--- src/verilog/cmrr_pkg.sv ---
// Package of constants and types for the move/rotate/return executor
package cmrr_pkg;
	localparam int CMRR_DATA_W = 8;
	localparam int CMRR_ADDR_W = 7;
	localparam int CMRR_PC_W = 13;
	localparam logic [6:0] CMRR_ADDR_MAX = 7'h7f;
	localparam logic [7:0] CMRR_ACC_RST = 8'h00;
	localparam logic [12:0] CMRR_PC_RST = 13'h0000;
	localparam logic CMRR_DEST_ACC = 1'b0;
	localparam logic CMRR_DEST_FILE = 1'b1;
	localparam logic [12:0] CMRR_PC_STEP = 13'h0001;
	localparam int CMRR_RET_CYCLES = 2;
	typedef enum logic [2:0] {
		CMRR_IDLE_OP,
		CMRR_COPY_FILE_OP,
		CMRR_IRQ_RETURN_OP,
		CMRR_LITERAL_RETURN_OP,
		CMRR_ROTATE_LEFT_OP,
		CMRR_ROTATE_RIGHT_OP
	} cmrr_op_t;
	typedef enum logic {
		CMRR_ST_EXEC,
		CMRR_ST_REFILL
	} cmrr_state_t;
endpackage

--- src/verilog/cmrr_alu.sv ---
// Combinational result and flag logic for copy and rotate operations
`timescale 1ns/1ns
`default_nettype none
module cmrr_alu
	import cmrr_pkg::*;
(
	input wire cmrr_op_t op,
	input wire logic [7:0] operand,
	input wire logic carry_in,
	output logic [7:0] result,
	output logic carry_out,
	output logic zero_out
);
	always_comb begin
		result = operand;
		carry_out = carry_in;
		unique case (op)
			CMRR_ROTATE_LEFT_OP: begin
				result = {operand[6:0], carry_in};
				carry_out = operand[7];
			end
			CMRR_ROTATE_RIGHT_OP: begin
				result = {carry_in, operand[7:1]};
				carry_out = operand[0];
			end
			default: begin
				result = operand;
				carry_out = carry_in;
			end
		endcase
		zero_out = (result == 8'h00);
	end
endmodule
`default_nettype wire

--- src/verilog/cmrr_exec.sv ---
// Executor for copy, idle, interrupt return, literal return and rotates
// Behaviour
// - copy file to accumulator or back to file
// - copy updates zero flag for either destination
// - irq return pops slot, sets allow, keeps flags
// - rotate left through carry, only carry changes
// - rotate right through carry, only carry changes
// - literal return loads accumulator, flags unchanged
// - literal return pops stack into program counter
// - literal return takes two instruction cycles
`timescale 1ns/1ns
`default_nettype none
module cmrr_exec
	import cmrr_pkg::*;
(
	input wire logic clock,
	input wire logic rst_n,
	input wire logic op_valid,
	input wire cmrr_op_t op,
	input wire logic [6:0] file_addr,
	input wire logic dest_sel,
	input wire logic [7:0] literal,
	input wire logic [7:0] file_rdata,
	input wire logic [12:0] return_slot,
	input wire logic carry_in,
	input wire logic zero_in,
	output logic [6:0] file_raddr,
	output logic file_we,
	output logic [6:0] file_waddr,
	output logic [7:0] file_wdata,
	output logic [7:0] acc,
	output logic carry_we,
	output logic carry_out,
	output logic zero_we,
	output logic zero_out,
	output logic stack_pop,
	output logic global_irq_allow_set,
	output logic [12:0] pc,
	output logic busy
);
	cmrr_state_t state_r, state_nxt;
	logic file_we_r, file_we_nxt;
	logic [6:0] file_waddr_r, file_waddr_nxt;
	logic [7:0] file_wdata_r, file_wdata_nxt;
	logic [7:0] acc_r, acc_nxt;
	logic carry_we_r, carry_we_nxt;
	logic carry_r, carry_nxt;
	logic zero_we_r, zero_we_nxt;
	logic zero_r, zero_nxt;
	logic pop_r, pop_nxt;
	logic gia_r, gia_nxt;
	logic [12:0] pc_r, pc_nxt;
	logic busy_r, busy_nxt;
	logic [7:0] alu_result;
	logic alu_carry;
	logic alu_zero;

	cmrr_alu u_alu (
		.op(op),
		.operand(file_rdata),
		.carry_in(carry_in),
		.result(alu_result),
		.carry_out(alu_carry),
		.zero_out(alu_zero)
	);

	// Read port is combinational so the operand arrives this cycle
	assign file_raddr = file_addr & CMRR_ADDR_MAX;

	always_comb begin
		state_nxt = state_r;
		file_we_nxt = 1'b0;
		file_waddr_nxt = file_waddr_r;
		file_wdata_nxt = file_wdata_r;
		acc_nxt = acc_r;
		carry_we_nxt = 1'b0;
		carry_nxt = carry_r;
		zero_we_nxt = 1'b0;
		zero_nxt = zero_r;
		pop_nxt = 1'b0;
		gia_nxt = 1'b0;
		pc_nxt = pc_r;
		busy_nxt = 1'b0;
		unique case (state_r)
			CMRR_ST_REFILL: begin
				// Second cycle of a return: fetch redirected, no new op
				state_nxt = CMRR_ST_EXEC;
			end
			CMRR_ST_EXEC: begin
				if (op_valid) begin
					unique case (op)
						CMRR_IDLE_OP: begin
							pc_nxt = pc_r + CMRR_PC_STEP;
						end
						CMRR_COPY_FILE_OP,
						CMRR_ROTATE_LEFT_OP,
						CMRR_ROTATE_RIGHT_OP: begin
							pc_nxt = pc_r + CMRR_PC_STEP;
							if (dest_sel == CMRR_DEST_FILE) begin
								file_we_nxt = 1'b1;
								file_waddr_nxt = file_raddr;
								file_wdata_nxt = alu_result;
							end else begin
								acc_nxt = alu_result;
							end
							if (op == CMRR_COPY_FILE_OP) begin
								zero_we_nxt = 1'b1;
								zero_nxt = alu_zero;
							end else begin
								carry_we_nxt = 1'b1;
								carry_nxt = alu_carry;
							end
						end
						CMRR_IRQ_RETURN_OP: begin
							pc_nxt = return_slot;
							pop_nxt = 1'b1;
							gia_nxt = 1'b1;
							busy_nxt = 1'b1;
							state_nxt = CMRR_ST_REFILL;
						end
						CMRR_LITERAL_RETURN_OP: begin
							acc_nxt = literal;
							pc_nxt = return_slot;
							pop_nxt = 1'b1;
							busy_nxt = 1'b1;
							state_nxt = CMRR_ST_REFILL;
						end
						default: begin
							pc_nxt = pc_r + CMRR_PC_STEP;
						end
					endcase
				end
			end
		endcase
	end

	always_ff @(posedge clock or negedge rst_n) begin
		if (!rst_n) begin
			state_r <= CMRR_ST_EXEC;
			file_we_r <= 1'b0;
			file_waddr_r <= 7'h00;
			file_wdata_r <= 8'h00;
			acc_r <= CMRR_ACC_RST;
			carry_we_r <= 1'b0;
			carry_r <= 1'b0;
			zero_we_r <= 1'b0;
			zero_r <= 1'b0;
			pop_r <= 1'b0;
			gia_r <= 1'b0;
			pc_r <= CMRR_PC_RST;
			busy_r <= 1'b0;
		end else begin
			state_r <= state_nxt;
			file_we_r <= file_we_nxt;
			file_waddr_r <= file_waddr_nxt;
			file_wdata_r <= file_wdata_nxt;
			acc_r <= acc_nxt;
			carry_we_r <= carry_we_nxt;
			carry_r <= carry_nxt;
			zero_we_r <= zero_we_nxt;
			zero_r <= zero_nxt;
			pop_r <= pop_nxt;
			gia_r <= gia_nxt;
			pc_r <= pc_nxt;
			busy_r <= busy_nxt;
		end
	end

	assign file_we = file_we_r;
	assign file_waddr = file_waddr_r;
	assign file_wdata = file_wdata_r;
	assign acc = acc_r;
	assign carry_we = carry_we_r;
	assign carry_out = carry_r;
	assign zero_we = zero_we_r;
	assign zero_out = zero_r;
	assign stack_pop = pop_r;
	assign global_irq_allow_set = gia_r;
	assign pc = pc_r;
	assign busy = busy_r;

	// Assertions
	logic exec_ok;
	assign exec_ok = op_valid && state_r == CMRR_ST_EXEC;
endmodule
`default_nettype wire

--- config.mk ---
export PLATFORM = sky130hd
export DESIGN_NAME = cmrr_exec
export DESIGN_NICKNAME = d
export VERILOG_FILES = /design/src/verilog/cmrr_pkg.sv /design/src/verilog/cmrr_alu.sv /design/src/verilog/cmrr_exec.sv
export SDC_FILE = /design/constraint.sdc
export NUM_CORES = 1
export LEC_CHECK = 0
export ABC_CLOCK_PERIOD_IN_PS = 3000
export BUFFER_PORTS_ARGS = -buffer_cell sky130_fd_sc_hd__buf_4
export CELL_PAD_IN_SITES_DETAIL_PLACEMENT = 1
export CELL_PAD_IN_SITES_GLOBAL_PLACEMENT = 1
export CORE_ASPECT_RATIO = 0.6
export CORE_UTILIZATION = 37
export CTS_BUF_LIST = sky130_fd_sc_hd__clkbuf_8 sky130_fd_sc_hd__clkbuf_16
export CTS_CLUSTER_DIAMETER = 80
export DETAILED_ROUTE_END_ITERATION = 10
export PLACE_DENSITY_LB_ADDON = 0.12
export SYNTH_ARGS = -nofsm -noshare
export SYNTH_HDL_FRONTEND = slang
export SYNTH_SLANG_ARGS = --single-unit
--- constraint.sdc ---
create_clock -name clock -period 3 [get_ports clock]
set_input_delay 0.15 -clock clock [delete_from_list [all_inputs] [get_ports clock]]
set_output_delay 0.15 -clock clock [all_outputs]
set_load 0.01 [all_outputs]
# Yosys cells after proc, flatten, opt, wreduce, memory -nomap -nowiden
# Index checks and enable logic that the tools add are counted.
# W data, S select, Z words.
# word_totals
out_inout_bits,51
ff_bits,44
input_bits,45
# classes
mux,24
bitwise,2
n_addsub,1
n_eq_ne,6
reduce_logical,9
# op_table
operator,count
$pmux W8 S2,2
$mux W1,18
$reduce_and A4 Y1,4
$add A13 B1 Y13 const B,1
$mux W13,1
$logic_not A8 Y1,1
$mux W8,1
$eq A3 B2 Y1 const B,2
$eq A3 B3 Y1 const B,2
$pmux W1 S2,2
$eq A3 B1 Y1 const B,1
$reduce_or A3 Y1,1
$ne A2 B2 Y1 const B,1
$not A1 Y1,2
$reduce_and A2 Y1,1
$reduce_bool A2 Y1,1
$reduce_or A2 Y1,1

# Longest topological paths before layout
# depth
word_depth,5
mapped_depth,7
mapped_depth_nobuf,5

# Modules after synthesis
# Synthesis repeated with hierarchy kept, for this count alone.
# unflattened
cells_unflattened,228
hier_area_um2,2369.8
# by_module_without_submodules
mod,seq_area_each_um2,cells_per_inst,area_per_inst_um2,instances
cmrr_exec,1076.0,185,2073.2,1
cmrr_alu,0.0,43,296.5,1

# Worst setup path before layout
# Ideal clock, no wire load.
# synth_path
path_type,reg-to-reg
from,"reg pc_r[0], in the netlist pc[0]"
to,"reg pc_r[12], in the netlist pc[12]"
arrival_ns,1.851
t_required_ns,2.931
setup_slack_ns,1.080
path_stages_with_launch,6
cell_sequence,dfrtp_1 > ha_1 > nand3_1 > or4_1 > or4_1 > nand3_1
# synth_between
elab_chain_len,2
# synth_lines
item,line,source
from (decl),cmrr_exec.sv:52,"logic [12:0] pc_r, pc_nxt;"
from (signal assigned),cmrr_exec.sv:164,pc_r <= pc_nxt;
$add A13 B1 Y13,"cmrr_exec.sv:93, cmrr_exec.sv:98, cmrr_exec.sv:129",
$mux W13,--,
# Every way passes these cells.
# A chain may end at the register's enable or synchronous reset.

# Worst setup path in the final report
# Same ends and word-level chain as after synthesis.

==> results.py <==
metrics = {
    "grt": {
        "grt_overflow_total": 0,
        "gr-usage-all-layers": 0.220,
        "grt_max_degree": 44,
        "grt_pass1_wl_um": 10800,
        "first_global_vias": 2079,
        "antenna_found_initial": 0,
    },
    "synth": {
        "synth_top_family_by_area": "simple AND/OR/NAND/NOR gates",
        "synth_common_cells": "55 x nand2_1, 43 x dfrtp_1, 17 x o21ai_0",
        "synth_adder_area_share": 0.00547,
        "synth_edf_count": 0,
        "async_flop_share": 1.00,
        "synth_flop_cell": "dfrtp_1",
        "synth.area.top_cells": "dfrtp_1 47%, nand2_1 9.0%, mux2_2 6.4%, mux2i_1 4.8%, o21ai_0 3.7%",
        "syn_area_per_cell_um2": 9.29,
        "yosysTopAreaCellShare": 0.471,
        "synth_compound_area_frac": 0.140,
        "yosys_warnings": 0,
        "yosysMostFrequentCell": "nand2_1",
        "yosysTopAreaCell": "dfrtp_1",
        "synth-xor-area-share": 0,
        "synthSimpleGateAreaFrac": 0.184,
        "syn_nets": 292,
        "synth_cell_types": 38,
        "ys_ff_latch": 43,
        "synthMuxAreaShare": 0.130,
        "synthCells": 246,
        "yosysSeqAreaShare": 0.471,
        "synth.cell_area_um2": 2290,
    },
    "cells_and_area": {
        "syn_to_final_growth_pct": 37.0,
        "drive_above_1_share": 0.372,
        "final_nets": 378,
        "utilization": 0.544,
        "antenna_cells": 0,
    },
    "die": {
        "core-area_um2": 5750,
        "die_area_um2": 6510,
        "num_io_pins": 96,
        "dieHeight_um": 62.9,
        "start_util": 0.397,
        "die_x_um": 103,
        "rows": 21,
    },
    "detailed_routing": {
        "wire_per_inst_um": 16.3,
        "wl_um": 6750,
        "vias": 2115,
        "ant_nets": 0,
        "drc": 0,
        "firstDrtPassIters": 4,
        "drt_iter0_drc": 83,
        "viasPerCell": 5.12,
    },
    "placed_design": {
        "dp_slack_ns": 0.884,
        "port_buffers": 94,
        "dp_hpwl_um": 5240,
        "place_congestion": 0.748,
    },
    "pwr": {
        "peakVddDrop_v": 0.000312,
        "p_comb_frac": 0.323,
        "power_frac_clock": 0.250,
        "powerDensity_nw_per_um2": 600,
        "p_int_mw": 1.27,
        "swShare": 0.322,
        "p_leak_nw": 1.58,
        "power_switching_mw": 0.606,
        "p_seq_frac": 0.427,
    },
    "cts": {
        "htree_levels": 2,
        "clockBufferDepth": 2,
        "cts-root-buf": "clkbuf_8",
        "clk_pin_slew_worst_paths_ns": 0.08,
        "insertion_delay_ns": 0.30,
        "clock_sinks": 43,
        "cts_tree": "done",
        "post_cts_buffers": 0,
        "cts_inserted_buffers": 5,
    },
    "timing": {
        "final-hold-violation-count": 0,
        "clock_skew_ns": 0.00520,
        "fin_ws_ns": 0.867,
        "slew_violations": 0,
        "max-slew-margin-rel": 0.384,
        "fmax_ghz": 0.469,
        "rsz0062_at_grt": "no",
        "post-route-min-period_ns": 2.13,
        "setup_viol": 0,
        "worstMarginPinSlew_ns": 0.920,
        "tns_ns": 0,
        "timing.final.crit_share": 0.711,
    },
    "worst_setup_path": {
        "cp_max_fo": 6,
        "worstSetupPathType": "reg -> reg",
        "endpoint_kind": "register",
        "worstPathRequired_ns": 3.23,
        "worstPathArrival_ns": 2.36,
        "critPathLaunchType": "register",
    },
    "outcome": {
        "run_status": "completed",
    },
    "worst_hold_path": {
        "hold_class": "in -> reg",
    },
    "run": {
        "maxCapViolCount": 0,
    },
}
-- through the flow --
stage               cell area (um2)  cells  power (mW)  hold slack (ns)
floorplan                      2290    246        1.09           -0.146
global placement               3000    404        1.40            0.190
detailed placement             3000    404        1.43            0.178
CTS                            3130    413        1.90           0.0459
global route                   3130    413        2.01           0.0475
finish                         3130    413        1.88           0.0530
-- power by group through the flow --
stage	combinational [mW]	sequential, mW	clock, mW
6_report	0.607	0.803	0.469
5_1_grt	0.672	0.822	0.511
4_1_cts	0.614	0.806	0.482
3_5_place_dp	0.611	0.816	0
3_3_place_gp	0.592	0.808	0
2_1_floorplan	0.233	0.853	0
-- layer usage --
metal	track usage	routed length, um	share of wire
met5	0	0	0
met4	0.0423	30	0.0044
met3	0.0436	390	0.058
met1	0.345	3470	0.51
met2	0.310	2850	0.42
-- final timing paths --
check / from / to / slack, ns / depth (start not counted)
hold / removal: file_addr[0] / file_waddr[0]$_DFFE_PN0P_ / 0.05 / 3
setup reg to reg: pc[0]$_DFFE_PN0P_ / pc[12]$_DFFE_PN0P_ / 0.87 / 5
max in group asynchronous: rst_n / file_waddr[2]$_DFFE_PN0P_ / 2.24 / 2
setup / recovery: pc[0]$_DFFE_PN0P_ / pc[12]$_DFFE_PN0P_ / 0.87 / 5
hold reg to reg: file_waddr[0]$_DFFE_PN0P_ / file_waddr[0]$_DFFE_PN0P_ / 0.48 / 2
min in group asynchronous: rst_n / acc[7]$_DFFE_PN0P_ / 0.39 / 2
-- critical path: stages, from the launching register on --
cell     delay (ns)
dfrtp_1        0.44
ha_1           0.23
nand3_1        0.23
or4_1          0.54
or4_1          0.53
nand3_1        0.10
-- area by class of cell --
cell class / instances / area, um2
clock buffers: 6 / 82.6
clock inverters: 2 / 35.0
inverters: 9 / 33.8
multi-input cells: 173 / 1050
fillers: 690 / 2620
well taps: 80 / 100
flip-flops and latches: 43 / 1080
repair buffers: 100 / 753
-- flip-flops by register name (all words and copies together), names as in the netlist --
| name | flops |
|---|---|
| busy | 1 |
| file_wdata | 8 |
| zero_we | 1 |
| file_we | 1 |
| file_waddr | 7 |
| global_irq_allow_set | 1 |
| zero_out | 1 |
| pc | 13 |
| acc | 8 |
| carry_out | 1 |
| carry_we | 1 |
-- repair_timing --
action,in CTS,in global routing
endpoints found under the hold margin,43,0
hold buffers,1,0
resized for setup,0,0
-- kinds of logic (layout without fill, tap and decap cells) --
| family | Yosys count | after routing |
|---|---|---|
| buf+inv | 30 | 117 |
| mux | 27 | 27 |
| compound gates | 53 | 53 |
| fa+ha+maj | 1 | 1 |
| flops | 43 | 43 |
| simple gates | 92 | 92 |
-- placed cells by master (no fill, tap or decap), types with 2 or more instances in the layout --
cell | Yosys | final
or4_1 | 5 | 5
buf_4 | 8 | 99
mux2i_1 | 11 | 11
a21oi_1 | 16 | 16
nand2_1 | 55 | 55
mux2_4 | 2 | 2
o21ai_0 | 17 | 17
a2bb2oi_1 | 2 | 2
o22ai_1 | 3 | 3
nor2_1 | 10 | 10
nand2b_1 | 2 | 2
inv_1 | 9 | 9
or3_1 | 2 | 2
o211ai_1 | 2 | 2
a31oi_1 | 2 | 2
dfrtp_1 | 43 | 43
mux2_2 | 13 | 13
o31ai_1 | 4 | 4
o311ai_0 | 2 | 2
clkbuf_8 | 0 | 6
nand3_1 | 9 | 9
nor2b_1 | 2 | 2
Note: power is estimated with default switching activity, not from simulation.
